===== src/shared/ldwd_params.svh =====
// Constants of the load dependent window watchdog
`ifndef LDWD_PARAMS_SVH
`define LDWD_PARAMS_SVH
// Clock rate in kHz (25 MHz)
`define LDWD_CLK_KHZ 25000
// Times in milliseconds, as typical figures
`define LDWD_RD_SLOW_MS 16.5
`define LDWD_RD_FAST_MS 8.5
`define LDWD_IGNORE_MS 16
`define LDWD_FAIL_LOW_MS 8
`define LDWD_TRIG_LL_MS 96
`define LDWD_TRIG_HL_MS 48
`define LDWD_TRIG_LH_MS 32
`define LDWD_TRIG_HH_MS 16
// Load and disable filter time in microseconds
`define LDWD_FILTER_US 300
// Cycle counts derived from the times
`define LDWD_RD_SLOW_CYC ($rtoi(`LDWD_RD_SLOW_MS * `LDWD_CLK_KHZ))
`define LDWD_RD_FAST_CYC ($rtoi(`LDWD_RD_FAST_MS * `LDWD_CLK_KHZ))
`define LDWD_IGNORE_CYC (`LDWD_IGNORE_MS * `LDWD_CLK_KHZ)
`define LDWD_FAIL_LOW_CYC (`LDWD_FAIL_LOW_MS * `LDWD_CLK_KHZ)
`define LDWD_TRIG_LL_CYC (`LDWD_TRIG_LL_MS * `LDWD_CLK_KHZ)
`define LDWD_TRIG_HL_CYC (`LDWD_TRIG_HL_MS * `LDWD_CLK_KHZ)
`define LDWD_TRIG_LH_CYC (`LDWD_TRIG_LH_MS * `LDWD_CLK_KHZ)
`define LDWD_TRIG_HH_CYC (`LDWD_TRIG_HH_MS * `LDWD_CLK_KHZ)
`define LDWD_FILTER_CYC ((`LDWD_FILTER_US * `LDWD_CLK_KHZ) / 1000)
// Register offsets
`define LDWD_OFS_STATUS 4'h0
`define LDWD_OFS_MASK 4'h4
`define LDWD_OFS_STATE 4'h8
// Status and mask bit positions
`define LDWD_BIT_TIMEOUT 0
`define LDWD_BIT_ACT 1
`define LDWD_BIT_DEACT 2
// Reset values
`define LDWD_MASK_RST 3'h0
`endif


===== src/shared/ldwd_pkg.sv =====
// Types of the load dependent window watchdog
package ldwd_pkg;
    // Supervisor timer phases
    typedef enum logic [1:0] {
        LDWD_OFF,
        LDWD_IGNORE,
        LDWD_TRIGGER,
        LDWD_FAIL
    } ldwd_state_t;
endpackage


===== src/hw/ldwd_top.sv =====
// Load dependent window watchdog with power-on reset delay
//
// Added by the designer: the address map and the address-and-strobe port.
`timescale 1ns/1ps
`include "ldwd_params.svh"

module ldwd_top
    import ldwd_pkg::*;
#(
    parameter int RD_SLOW_CYC = `LDWD_RD_SLOW_CYC,
    parameter int RD_FAST_CYC = `LDWD_RD_FAST_CYC,
    parameter int IGNORE_CYC = `LDWD_IGNORE_CYC,
    parameter int FAIL_LOW_CYC = `LDWD_FAIL_LOW_CYC,
    parameter int TRIG_LL_CYC = `LDWD_TRIG_LL_CYC,
    parameter int TRIG_HL_CYC = `LDWD_TRIG_HL_CYC,
    parameter int TRIG_LH_CYC = `LDWD_TRIG_LH_CYC,
    parameter int TRIG_HH_CYC = `LDWD_TRIG_HH_CYC,
    parameter int FILTER_CYC = `LDWD_FILTER_CYC
) (
    // Clock and reset
    input wire logic clk,
    input wire logic reset_n,
    // Pins from the microcontroller and board
    input wire logic trigger_in,
    input wire logic trigger_dis_in,
    input wire logic delay_sel_a,
    input wire logic delay_sel_b,
    input wire logic load_high_in,
    // Pins to the microcontroller
    output logic mcu_reset_out_n,
    output logic watchdog_fail_out_n,
    // Register port
    input wire logic [3:0] reg_addr,
    input wire logic [7:0] reg_wdata,
    input wire logic reg_wr,
    input wire logic reg_rd,
    output logic [7:0] reg_rdata,
    // Interrupt
    output logic irq
);

    // Width of the long counters, fits the longest window
    localparam int CW = 23;
    // Width of the filter counters
    localparam int FW = 16;
    // Synchroniser bit positions
    localparam int S_TRIG = 0;
    localparam int S_SELA = 1;
    localparam int S_SELB = 2;
    localparam int S_LOAD = 3;
    localparam int S_DIS = 4;

    // Whole state of the block
    typedef struct packed {
        logic [4:0] s1;          // First synchroniser stage
        logic [4:0] s2;          // Second synchroniser stage
        logic trig_prev;         // Trigger level one cycle back
        logic [CW-1:0] rd_cnt;   // Reset delay counter
        logic ro_n;              // Microcontroller reset, active low
        logic [FW-1:0] load_cnt; // Load filter counter
        logic load_f;            // Filtered high load
        logic [FW-1:0] dis_cnt;  // Disable filter counter
        logic dis_f;             // Filtered disable level
        logic active;            // Supervisor timer on
        ldwd_state_t st;         // Supervisor phase
        logic [CW-1:0] cnt;      // Phase counter
        logic [CW-1:0] win;      // Window length of this period
        logic wo_n;              // Fail output, active low
        logic [2:0] status;      // Sticky events
        logic [2:0] mask;        // Interrupt enables
        logic irq;               // Interrupt level
        logic [7:0] rdata;       // Read answer
    } ldwd_regs_t;

    ldwd_regs_t q;
    ldwd_regs_t d;

    // Window length selected by the straps
    function automatic logic [CW-1:0] win_sel(input logic a,
                                              input logic b);
        logic [CW-1:0] w;
        w = CW'(TRIG_HH_CYC);
        if (!a && !b) begin
            w = CW'(TRIG_LL_CYC);
        end else if (a && !b) begin
            w = CW'(TRIG_HL_CYC);
        end else if (!a && b) begin
            w = CW'(TRIG_LH_CYC);
        end
        return w;
    endfunction

    // One step of a persistence filter: output follows the input
    // only after it has differed for the whole filter time
    function automatic logic [FW:0] filt(input logic [FW-1:0] c,
                                         input logic f,
                                         input logic raw);
        logic [FW:0] r;
        r = {c, f};
        if (raw == f) begin
            r = {FW'(0), f};
        end else if (c == FW'(FILTER_CYC - 1)) begin
            r = {FW'(0), raw};
        end else begin
            r = {c + FW'(1), f};
        end
        return r;
    endfunction

    // Reset delay picked by the first strap
    logic [CW-1:0] rd_len;
    assign rd_len = q.s2[S_SELA] ? CW'(RD_FAST_CYC) : CW'(RD_SLOW_CYC);

    // Next state of the whole block
    always_comb begin
        logic fall;
        logic want;
        logic [2:0] ev;
        fall = 1'b0;
        want = 1'b0;
        d = q;
        ev = 3'h0;
        // Pins are read only after the second stage
        d.s1 = {trigger_dis_in, load_high_in, delay_sel_b,
                delay_sel_a, trigger_in};
        d.s2 = q.s1;
        d.trig_prev = q.s2[S_TRIG];
        fall = q.trig_prev && !q.s2[S_TRIG];

        // Power-on reset delay, held low until it runs out
        if (!q.ro_n) begin
            if (q.rd_cnt >= rd_len - CW'(1)) begin
                d.ro_n = 1'b1;
            end else begin
                d.rd_cnt = q.rd_cnt + CW'(1);
            end
        end

        // Load and disable level filters
        {d.load_cnt, d.load_f} = filt(q.load_cnt, q.load_f,
                                      q.s2[S_LOAD]);
        {d.dis_cnt, d.dis_f} = filt(q.dis_cnt, q.dis_f,
                                    q.s2[S_DIS]);
        // Timer runs only with high load, no disable, reset released
        want = q.load_f && !q.dis_f && q.ro_n;
        d.active = want;
        if (want && !q.active) begin
            ev[`LDWD_BIT_ACT] = 1'b1;
        end
        if (!want && q.active) begin
            ev[`LDWD_BIT_DEACT] = 1'b1;
        end

        // Supervisor phases
        d.cnt = q.cnt + CW'(1);
        case (q.st)
            LDWD_OFF: begin
                d.cnt = '0;
                if (want) begin
                    d.st = LDWD_IGNORE;
                end
            end
            LDWD_IGNORE: begin
                if (q.cnt == CW'(IGNORE_CYC - 1)) begin
                    d.st = LDWD_TRIGGER;
                    d.cnt = '0;
                    d.win = win_sel(q.s2[S_SELA], q.s2[S_SELB]);
                end
            end
            LDWD_TRIGGER: begin
                if (fall) begin
                    d.cnt = '0;
                    d.win = win_sel(q.s2[S_SELA], q.s2[S_SELB]);
                end else if (q.cnt == q.win - CW'(1)) begin
                    d.st = LDWD_FAIL;
                    d.cnt = '0;
                    ev[`LDWD_BIT_TIMEOUT] = 1'b1;
                end
            end
            LDWD_FAIL: begin
                if (q.cnt == CW'(FAIL_LOW_CYC - 1)) begin
                    d.st = LDWD_IGNORE;
                    d.cnt = '0;
                end
            end
            default: begin
                d.st = LDWD_OFF;
            end
        endcase
        // Switching off wins over any phase
        if (!want) begin
            d.st = LDWD_OFF;
            d.cnt = '0;
        end
        d.wo_n = (d.st != LDWD_FAIL);

        // Registers: clear by writing one, a new event wins
        d.rdata = 8'h00;
        if (reg_wr) begin
            if (reg_addr == `LDWD_OFS_STATUS) begin
                d.status = q.status & ~reg_wdata[2:0];
            end else if (reg_addr == `LDWD_OFS_MASK) begin
                d.mask = reg_wdata[2:0];
            end
        end
        d.status = d.status | ev;
        if (reg_rd) begin
            if (reg_addr == `LDWD_OFS_STATUS) begin
                d.rdata = {5'h00, q.status};
            end else if (reg_addr == `LDWD_OFS_MASK) begin
                d.rdata = {5'h00, q.mask};
            end else if (reg_addr == `LDWD_OFS_STATE) begin
                d.rdata = {1'b0, q.s2[S_SELB], q.s2[S_SELA], q.st,
                           q.wo_n, q.ro_n, q.active};
            end
        end
        d.irq = |(d.status & d.mask);
    end

    // State register with synchronous reset
    always_ff @(posedge clk) begin
        if (!reset_n) begin
            q <= '0;
            q.st <= LDWD_OFF;
            q.wo_n <= 1'b1;
            q.mask <= `LDWD_MASK_RST;
        end else begin
            q <= d;
        end
    end

    // Outputs straight from flops
    assign mcu_reset_out_n = q.ro_n;
    assign watchdog_fail_out_n = q.wo_n;
    assign reg_rdata = q.rdata;
    assign irq = q.irq;

    // Falling edge seen by the phase logic
    logic fall_a;
    assign fall_a = q.trig_prev && !q.s2[S_TRIG];

    property p_timeout;
        @(posedge clk) disable iff (!reset_n)
        (q.st == LDWD_TRIGGER && !fall_a && q.cnt == q.win - CW'(1)
         && d.active) |=> !watchdog_fail_out_n;
    endproperty
    a_timeout: assert property (p_timeout)
        else $error("missed trigger did not pull fail output low");

    property p_retrigger;
        @(posedge clk) disable iff (!reset_n)
        (q.st == LDWD_TRIGGER && fall_a && d.active)
        |=> (q.cnt == '0 && q.st == LDWD_TRIGGER) ##1 q.cnt == CW'(1);
    endproperty
    a_retrigger: assert property (p_retrigger)
        else $error("trigger edge did not restart the window");

    property p_window_hold;
        @(posedge clk) disable iff (!reset_n)
        (q.st == LDWD_TRIGGER && !fall_a) |=> $stable(q.win);
    endproperty
    a_window_hold: assert property (p_window_hold)
        else $error("window length changed inside a period");

    property p_window_map;
        @(posedge clk) disable iff (!reset_n)
        // Expected length spelled out from the table, not from win_sel
        (q.st == LDWD_IGNORE && d.st == LDWD_TRIGGER)
        |=> q.win == ($past(q.s2[S_SELA])
                      ? ($past(q.s2[S_SELB]) ? CW'(TRIG_HH_CYC)
                                             : CW'(TRIG_HL_CYC))
                      : ($past(q.s2[S_SELB]) ? CW'(TRIG_LH_CYC)
                                             : CW'(TRIG_LL_CYC)));
    endproperty
    a_window_map: assert property (p_window_map)
        else $error("window length does not match the straps");

    property p_ignore_end;
        @(posedge clk) disable iff (!reset_n)
        (q.st == LDWD_IGNORE && q.cnt == CW'(IGNORE_CYC - 1) && d.active)
        |=> q.st == LDWD_TRIGGER && q.cnt == '0;
    endproperty
    a_ignore_end: assert property (p_ignore_end)
        else $error("ignore time did not lead to the window");

    property p_fail_release;
        @(posedge clk) disable iff (!reset_n)
        (q.st == LDWD_FAIL && q.cnt == CW'(FAIL_LOW_CYC - 1) && d.active)
        |=> watchdog_fail_out_n && q.st == LDWD_IGNORE && q.cnt == '0;
    endproperty
    a_fail_release: assert property (p_fail_release)
        else $error("fail low time did not end in the ignore time");

    property p_off_high;
        @(posedge clk) disable iff (!reset_n)
        !q.active |=> watchdog_fail_out_n || q.active;
    endproperty
    a_off_high: assert property (p_off_high)
        else $error("fail output low while the timer is off");

    property p_reset_hold;
        @(posedge clk) disable iff (!reset_n)
        // A strap change after release must not look like an early release
        (!mcu_reset_out_n && q.rd_cnt < rd_len - CW'(1))
        |=> !mcu_reset_out_n;
    endproperty
    a_reset_hold: assert property (p_reset_hold)
        else $error("mcu reset released before the delay ran out");

    property p_filter;
        @(posedge clk) disable iff (!reset_n)
        $changed(q.load_f) |-> $past(q.load_cnt) == FW'(FILTER_CYC - 1);
    endproperty
    a_filter: assert property (p_filter)
        else $error("load state changed before the filter time");

endmodule


===== config.mk =====
export PLATFORM = sky130hd
export DESIGN_NAME = ldwd_top
export DESIGN_NICKNAME = d
export VERILOG_FILES = /design/src/shared/ldwd_pkg.sv /design/src/hw/ldwd_top.sv
export VERILOG_INCLUDE_DIRS = /design/src /design/src/shared
export SDC_FILE = /design/constraint.sdc
export NUM_CORES = 1
export LEC_CHECK = 0
export BUFFER_PORTS_ARGS = -buffer_cell sky130_fd_sc_hd__buf_2
export CAP_MARGIN = 20
export CORE_ASPECT_RATIO = 1.1
export CORE_MARGIN = 2
export CORE_UTILIZATION = 45
export DETAILED_ROUTE_END_ITERATION = 10
export PLACE_DENSITY = 0.7
export SLEW_MARGIN = 10
export SYNTH_ARGS = -nofsm -noshare
export SYNTH_HDL_FRONTEND = slang
export SYNTH_SLANG_ARGS = --single-unit

===== constraint.sdc =====
create_clock -name clk -period 8.1 [get_ports clk]
set_input_delay 2.43 -clock clk [delete_from_list [all_inputs] [get_ports clk]]
set_output_delay 2.43 -clock clk [all_outputs]
set_load 0.01 [all_outputs]

==> results of run 1 <==
-- cell type report --
| cell class | instances | area, um2 |
|---|---|---|
| fillers | 1126 | 6005 |
| multi-input cells | 504 | 3199 |
| flip-flops and latches | 117 | 2342 |
| clock buffers | 21 | 460.4 |
| well taps | 157 | 196.4 |
| clock inverters | 11 | 173.9 |
| repair buffers | 30 | 161.4 |
| inverters | 28 | 105.1 |
-- metrics by stage --
| step | hold slack (ps) | std cells | power (mW) | util [%] |
|---|---|---|---|---|
| floorplan | 411.9 | 688 | 0.6121 | - |
| global placement | 419.8 | 832 | 0.6201 | 47.26 |
| detailed placement | 420.2 | 832 | 0.6210 | 47.26 |
| CTS | 433.1 | 864 | 1.419 | 52.28 |
| global route | 468.0 | 868 | 1.451 | 52.51 |
| finish | 429.8 | 868 | 1.402 | 52.51 |
-- flip-flops by register name, summed over array words and instances (netlist names) --
| signal | cells |
|---|---|
| irq | 1 |
| mcu_reset_out_n | 1 |
| d | 6 |
| watchdog_fail_out_n | 1 |
| reg_rdata | 7 |
| q | 101 |
-- Yosys cell counts (2+ instances only) --
master     count
or4_1          3
o21a_1         4
a21o_1         3
nor2_1       103
nand3b_1       2
nand3_1       39
buf_1          2
nor4b_1        4
a21oi_1       17
buf_4          8
buf_6          3
xnor2_1       44
a211o_1        2
mux2i_1       12
nor4bb_1       2
o31ai_1        3
xor2_1        28
ha_1          20
nand4b_1       3
a41oi_1        2
o21ai_0       10
nand2b_1       4
nand4_1       27
inv_1         28
nor3b_1        3
a2111oi_0      8
dfxtp_1      117
clkbuf_1      24
a31oi_1        4
a211oi_1      11
o211ai_1       3
and4_1         4
and2_1        24
or4_4          2
o31a_1         2
nand2_1       50
buf_2          2
or3_1          6
or2_2          2
and3_1         7
nor4_1        11
nor3_1        16
-- cells in the final DEF (no fill, tap or decap), types with 17 or more instances in the layout --
cell type / count
a21oi_1: 17
and2_1: 24
buf_2: 25
clkbuf_16: 17
dfxtp_1: 117
ha_1: 20
inv_1: 28
nand2_1: 50
nand3_1: 39
nand4_1: 27
nor2_1: 103
xnor2_1: 44
xor2_1: 28
-- routing by layer --
layer / track usage [%] / share of wire [%]
met5: 0 / 0
met4: 8.003 / 1.0
met3: 5.294 / 3.6
met2: 32.63 / 51
met1: 21.43 / 45
-- power by group through the flow --
stage	clock network [mW]	registers, mW	logic (mW)
finish	0.793	0.585	0.0239
detailed placement	0	0.597	0.0240
global placement	0	0.597	0.0232
global route	0.839	0.585	0.0272
floorplan	0	0.595	0.0169
CTS	0.810	0.585	0.0243
-- critical path, delay by kind of cell --
kind	cells	cell delay [ps]
buf+inv	3	1180
simple gates	2	770
compound gates	1	170
-- cell families (layout without fill, tap and decap cells) --
logic type                 count (synthesis)  in the layout  share of synthesized area, %
and+or+nand+nor                          316            316                         27.47
DFF                                      117            117                         40.05
AOI/OAI and AO/OA                         82             82                         9.864
xor gates and xnor gates                  72             72                         10.78
buffers and inverters                     67             90                         5.242
adders and majority gates                 20             20                         4.279
muxes                                     13             13                         2.247
other                                      1              1                       0.06412
-- final timing paths --
path / from / endpoint / slack, ps / depth (start not counted)
min: d[125]$_SDFF_PN0_ / q[125]$_SDFF_PN0_ / 430 / 1
max reg2reg: q[125]$_SDFF_PN0_ / q[110]$_SDFFE_PN0P_ / 4680 / 8
max: reset_n / q[46]$_SDFF_PN0_ / 3870 / 6
min reg2reg: d[125]$_SDFF_PN0_ / q[125]$_SDFF_PN0_ / 430 / 1
==> run_results.csv, run 1 <==
group,metric,value,unit
outcome,status,"completed",
global_routing,first_global_vias,4682,
synth,synth.top_cell.area_share,40.05,%
power_and_ir_drop,p_clk_share,56.6,%
place,place.gp.congestion,0.8573,
worst_setup_path,cp-start-kind,"input pin",
finish,drive_above_1_share,9.705,%
global_routing,grt_max_degree,35,
power_and_ir_drop,power_frac_comb,1.7,%
power_and_ir_drop,powerDensity,211.2,mW/mm2
die,std_cell_rows,43,
power_and_ir_drop,switching_share,19.96,%
cts,htree_num_levels,4,
synth,yosysTopAreaCell,"dfxtp_1",
synth,synth_nets,729,
sta,setup_viol,0,
route,drc,0,
die,die_area,0.01392,mm2
die,die_w,112.7,um
worst_setup_path,crit_type,"input pin to flip-flop",
cts,cts_made_buffers,17,
hold_path,holdCritPathClass,"flip-flop to flip-flop",
synth,synth_edf_count,0,
synth,syn_inst,688,
route,vias,4792,
route,first_iter_violations,302,
job,drv_cap,0,
synth,async_reset_ff_share,0,%
cts,cts_setup_buffers,0,
sta,fin_tns_setup,0,ps
die,dieHeight,123.6,um
place,portBuffers,25,
worst_setup_path,cp.required,8440,ps
sta,fin_crit_sh,52.24,%
place,placed_area,0.005976,mm2
global_routing,grt_first_pass_wirelength,21.15,mm
global_routing,grt_usage,18.68,%
sta,period_needed,4232,ps
worst_setup_path,worst_path_largest_cell_delay,580,ps
die,pin_count,32,
sta,finalHoldViolCount,0,
route,vias_per_cell,5.521,
sta,max_freq,0.2363,GHz
sta,finalMaxSlewViolations,0,
sta,setup_ws,3868,ps
route,drt-wirelength-per-cell,13.96,um
synth,synth_cell_types,61,
power_and_ir_drop,p_int,1.122,mW
synth,syn_area,0.005848,mm2
route,ant_nets,0,
power_and_ir_drop,ir_drop,0.0001520,V
cts,clk_pin_slew_worst_paths,50,ps
sta,rsz0062_at_grt,"no",
sta,finClkSkew,11.51,ps
finish,nets,739,
cts,cts_resized,0,
place,dp_worst_setup_slack,3384,ps
worst_setup_path,cp_slowest_cell,"or3_1",
die,start_util,46.25,%
synth,synth_area_leaders,"dfxtp_1 (40%), nor2_1 (6.6%), xnor2_1 (6.6%), ha_1 (4.3%), xor2_1 (4.2%)",
synth,ys_ff_latch,117,
worst_setup_path,arrival,4570,ps
sta,worst_slew_margin_rel,32.94,%
finish,area_growth,13.52,%
cts,hold_buffers,0,
cts,cts_tree,"done",
synth,yosys_most_used_dff,"dfxtp_1",
die,coreArea,0.01264,mm2
finish,n_antenna_cell,0,
worst_setup_path,worstPathCellList,"buf_2, inv_1, or3_1, a31oi_1, buf_4, nor3b_1",
worst_setup_path,crit_path_end_kind,"flip-flop",
sta,worst_pin_slew,1005,ps
synth,avgSynthCellArea,8.500,um2
route,drtPass1Iterations,4,
power_and_ir_drop,seq_power_share,41.7,%
finish,final_area,0.006639,mm2
route,routed_wl,12.11,mm
synth,yosysWarnings,0,
synth,seq_area_frac_synth,40.05,%
cts,cts.sinks,117,
global_routing,antenna_found_initial,0,
power_and_ir_drop,p_leak,2.514,nW
cts,insertion_delay,410,ps
cts,cts_buffer_depth,2,
place,post-dp-hpwl,8.380,mm
power_and_ir_drop,p_sw,0.2798,mW
global_routing,gr-total-overflow,0,
cts,root_buffer,"clkbuf_16",
worst_setup_path,cp_max_fo,34,
Note: power is estimated with default switching activity, not from simulation.
==> run 2: changes to the inputs <==
==> constraint.sdc (replaced) <==
create_clock -name clk -period 4.2 [get_ports clk]
set_input_delay 1.26 -clock clk [delete_from_list [all_inputs] [get_ports clk]]
set_output_delay 1.26 -clock clk [all_outputs]
set_load 0.01 [all_outputs]
==> run_results.csv, run 2 (same netlist as run 1, synthesis figures left out) <==
group,metric,value,unit
sta,fin_tns_setup,0,ps
cts,htree_num_levels,4,
cts,hold_buffers,0,
hold_path,holdCritPathClass,"flip-flop to flip-flop",
sta,finClkSkew,11.89,ps
worst_setup_path,cp_max_fo,10,
die,coreArea,0.01264,mm2
die,pin_count,32,
place,placed_area,0.005991,mm2
sta,fin_crit_sh,81.34,%
cts,cts_made_buffers,17,
sta,rsz0062_at_grt,"no",
worst_setup_path,cp-start-kind,"flip-flop",
sta,finalHoldViolCount,0,
finish,final_common_cell,"dfxtp_1",
die,std_cell_rows,43,
die,dieHeight,123.6,um
cts,cts_tree,"done",
global_routing,antenna_found_initial,0,
route,vias,4796,
place,place.gp.congestion,0.8424,
cts,root_buffer,"clkbuf_16",
worst_setup_path,crit_type,"flip-flop to flip-flop",
job,drv_cap,0,
power_and_ir_drop,powerDensity,396.5,mW/mm2
sta,period_needed,3416,ps
sta,worst_pin_slew,1020,ps
global_routing,grt_first_pass_wirelength,20.69,mm
sta,setup_viol,0,
global_routing,gr-total-overflow,0,
sta,worst_slew_margin_rel,32.02,%
finish,top_register,"q",
finish,layout_common_cells,"dfxtp_1 (117), nor2_1 (103), nand2_1 (50), xnor2_1 (44), nand3_1 (39)",
route,drtPass1Iterations,5,
finish,drive_above_1_share,9.718,%
finish,final_area,0.006591,mm2
outcome,status,"completed",
finish,nets,738,
die,die_w,112.7,um
cts,cts_buffer_depth,2,
finish,area_growth,12.71,%
route,drt-wirelength-per-cell,13.84,um
power_and_ir_drop,ir_drop,0.0002591,V
cts,clk_pin_slew_worst_paths,50,ps
route,first_iter_violations,369,
die,die_area,0.01392,mm2
cts,cts_resized,0,
power_and_ir_drop,p_leak,2.484,nW
worst_setup_path,crit_path_end_kind,"flip-flop",
sta,max_freq,0.2927,GHz
global_routing,grt_usage,18.29,%
route,drc,0,
cts,cts.sinks,117,
worst_setup_path,cp.required,4500,ps
place,post-dp-hpwl,8.376,mm
finish,largest_reg_flops,101,
route,routed_wl,12.00,mm
finish,n_antenna_cell,0,
route,ant_nets,0,
global_routing,grt_max_degree,27,
die,start_util,46.25,%
cts,insertion_delay,410,ps
sta,finalMaxSlewViolations,0,
global_routing,first_global_vias,4498,
cts,cts_setup_buffers,0,
route,vias_per_cell,5.532,
place,portBuffers,25,
worst_setup_path,arrival,3710,ps
## run 2: cell types whose count changed in the layout (fill, tap and decap cells not counted), moves of 2 or more
cell,delta
clkbuf_8,-2
clkinvlp_4,+2
clkinv_2,+3
clkinv_4,-3
## run 2: stage by stage
stage | setup WS (ps) | power [mW] | hold slack, ps | std cells | utilization, %
2_1_floorplan | 1502 | 1.181 | 411.9 | 688 | -
3_5_place_dp | 889.7 | 1.197 | 419.9 | 834 | 47.38
3_3_place_gp | 889.1 | 1.196 | 417.8 | 834 | 47.38
5_1_grt | 479.3 | 2.706 | 438.2 | 867 | 52.13
4_1_cts | 812.6 | 2.643 | 432.1 | 866 | 52.04
6_report | 783.8 | 2.614 | 431.4 | 867 | 52.13
## run 2: power by group
part           leakage (nW)  total, mW  switching (mW)  internal (mW)
combinational          1.25     0.0463          0.0278         0.0184
clock                 0.287       1.44           0.510          0.930
sequential            0.945       1.13         0.00848           1.12
## run 2: layer usage
metal  up-vias  global-route usage [%]  part of all wire, %
met5         -                       0                    0
met4         0                   9.375                  2.3
met2       107                   30.80                   48
met3        24                   4.314                  4.0
met1      2249                   21.89                   45
li1       2416                       -                    -
## run 2: cell type report
class                           count  area [um2]
Inverter                           28       105.1
Multi-Input combinational cell    504        3206
Timing Repair Buffer               29       152.6
Clock buffer                       19       432.9
Tap cell                          157       196.4
Sequential cell                   117        2342
Fill cell                        1167        6052
Clock inverter                     13       156.4
## run 2: worst max-delay path, cell delays in order (launching register included)
cell and delay [ps]:
dfxtp_1 590, inv_1 260, ha_1 350, a21o_1 170
a2111oi_0 730, o21ai_0 330, a2111oi_0 630, xnor2_1 190
nor2_1 50
## run 2: path summary, 6_finish.rpt
kind | to | slack, ps | cells after the start | start
max | q[109]$_SDFFE_PN0P_ | 780 | 8 | q[125]$_SDFF_PN0_
min | q[126]$_SDFF_PN0_ | 430 | 1 | d[126]$_SDFF_PN0_
min reg2reg | q[126]$_SDFF_PN0_ | 430 | 1 | d[126]$_SDFF_PN0_
max reg2reg | q[109]$_SDFFE_PN0P_ | 780 | 8 | q[125]$_SDFF_PN0_
==> run 3: changes to the inputs <==
==> constraint.sdc (replaced) <==
create_clock -name clk -period 3.16 [get_ports clk]
set_input_delay 0.948 -clock clk [delete_from_list [all_inputs] [get_ports clk]]
set_output_delay 0.948 -clock clk [all_outputs]
set_load 0.01 [all_outputs]
==> run_results.csv, run 3 (same netlist as run 1, synthesis figures left out) <==
group,metric,value,unit
die,dieHeight,123.6,um
route,dr_wl_met3,486,um
worst_setup_path,crit_type,"flip-flop to flip-flop",
finish,largest_reg_flops,101,
finish,layout_common_cells,"dfxtp_1 (117), nor2_1 (103), nand2_1 (50), xnor2_1 (44), nand3_1 (39)",
sta,finalMaxSlewViolations,0,
worst_setup_path,cp-start-kind,"flip-flop",
global_routing,grt_first_pass_wirelength,21.10,mm
sta,setup_ws,336.2,ps
place,dp_worst_setup_slack,347.6,ps
route,drtPass1Iterations,5,
global_routing,antenna_found_initial,0,
route,vias_per_cell,5.506,
global_routing,grt_max_degree,26,
power_and_ir_drop,power_frac_comb,1.8,%
power_and_ir_drop,p_leak,2.542,nW
die,die_area,0.01392,mm2
hold_path,holdCritPathClass,"flip-flop to flip-flop",
worst_setup_path,cp.required,3460,ps
finish,nets,746,
route,routed_wl,12.33,mm
sta,finalHoldViolCount,0,
route,ant_nets,0,
global_routing,grt_usage,18.81,%
worst_setup_path,crit_path_end_kind,"flip-flop",
power_and_ir_drop,p_int,2.865,mW
finish,multi_input_area,0.003201,mm2
sta,fin_tns_setup,0,ps
finish,ff_latch_area,0.002342,mm2
route,dr_wl_met2,6.117,mm
cts,cts_made_buffers,17,
place,portBuffers,25,
place,post-dp-hpwl,8.575,mm
finish,top_register,"q",
sta,hold_ws,431.1,ps
die,std_cell_rows,43,
route,highest_layer,"met4",
cts,clk_pin_slew_worst_paths,60,ps
power_and_ir_drop,seq_power_share,41.2,%
outcome,status,"completed",
sta,finClkSkew,9.019,ps
cts,cts.sinks,117,
worst_setup_path,cp_max_fo,7,
sta,max_freq,0.3541,GHz
sta,period_needed,2824,ps
die,start_util,46.25,%
global_routing,first_global_vias,4645,
route,met1Wirelength,5.494,mm
worst_setup_path,arrival,3120,ps
route,drt-wirelength-per-cell,14.09,um
finish,n_antenna_cell,0,
power_and_ir_drop,p_clk_share,57.0,%
route,vias,4818,
finish,drive_above_1_share,10.72,%
route,drc,0,
die,die_w,112.7,um
cts,htree_num_levels,4,
cts,cts_buffer_depth,2,
sta,setup_viol,0,
sta,fin_crit_sh,89.36,%
power_and_ir_drop,ir_drop,0.0003459,V
sta,worst_slew_margin_rel,28.54,%
power_and_ir_drop,switching_share,21.18,%
cts,insertion_delay,420,ps
power_and_ir_drop,power.total,3.635,mW
finish,nFillCells,1152,
power_and_ir_drop,p_sw,0.7698,mW
global_routing,gr-total-overflow,0,
place,place.gp.congestion,0.8512,
die,pin_count,32,
sta,rsz0062_at_grt,"no",
cts,root_buffer,"clkbuf_16",
die,coreArea,0.01264,mm2
cts,cts_tree,"done",
power_and_ir_drop,powerDensity,543.0,mW/mm2
worst_setup_path,r2r_slack,340,ps
job,drv_cap,0,
route,first_iter_violations,285,
finish,final_common_cell,"dfxtp_1",
sta,worst_pin_slew,1072,ps
finish,area_growth,14.48,%
==> run 3: cell count changes in the layout (fill, tap and decap cells not counted) <==
cell | previous run | this run
clkbuf_2 | 1 | 0
inv_6 | 2 | 5
clkbuf_1 | 2 | 1
nor4_2 | 2 | 1
bufinv_16 | 3 | 4
buf_4 | 3 | 12
clkinv_2 | 5 | 1
a2111oi_1 | 0 | 1
clkbuf_8 | 0 | 1
nor4_1 | 10 | 11
a2111oi_0 | 8 | 7
==> run 3: timing repair <==
item	CTS	global route
hold endpoints to repair	0	0
setup endpoints to repair	0	1
setup buffers	0	0
hold buffers	0	0
resized for setup	0	1
==> run 3: path summary, 6_finish.rpt <==
path	start	end	depth (start not counted)
max	q[125]$_SDFF_PN0_	q[105]$_SDFFE_PN0P_	9
min	d[128]$_SDFF_PN0_	q[128]$_SDFF_PN0_	1
max reg2reg	q[125]$_SDFF_PN0_	q[105]$_SDFFE_PN0P_	9
min reg2reg	d[128]$_SDFF_PN0_	q[128]$_SDFF_PN0_	1
==> run 3: area by class of cell <==
| class | count | share of cell area [%] |
|---|---|---|
| Tap cell | 157 | 2.934 |
| Sequential cell | 117 | 34.98 |
| Inverter | 28 | 1.570 |
| Clock inverter | 13 | 2.878 |
| Clock buffer | 19 | 6.616 |
| Multi-Input combinational cell | 504 | 47.80 |
| Timing Repair Buffer | 37 | 3.214 |
==> run 3: layer usage <==
layer	global-route usage, %	vias to the layer above
li1	-	2424
met1	21.86	2289
met2	32.52	88
met3	5.196	17
met4	8.308	0
met5	0	-
==> run 3: power by group through the flow <==
stage	registers [mW]	logic [mW]	clock network (mW)
floorplan	1.53	0.0433	0
global placement	1.53	0.0637	0
detailed placement	1.53	0.0655	0
CTS	1.50	0.0660	2.11
global route	1.50	0.0748	2.18
finish	1.50	0.0656	2.07
==> run 3: stage by stage <==
stage / util, % / cell area (um2) / instances
after floorplan: - / 5848 / 688
after global placement: 47.92 / 6058 / 843
after detailed placement: 47.92 / 6058 / 843
after CTS: 52.94 / 6694 / 875
after global routing: 52.95 / 6695 / 875
final: 52.95 / 6695 / 875
==> run 3: worst max-delay path, cell delays in order (launching register included) <==
cell	delay [ps]
dfxtp_1	440
inv_1	190
ha_1	340
a21o_1	180
a2111oi_0	420
buf_4	190
o21ai_0	130
a2111oi_0	580
xnor2_1	190
nor2_1	50
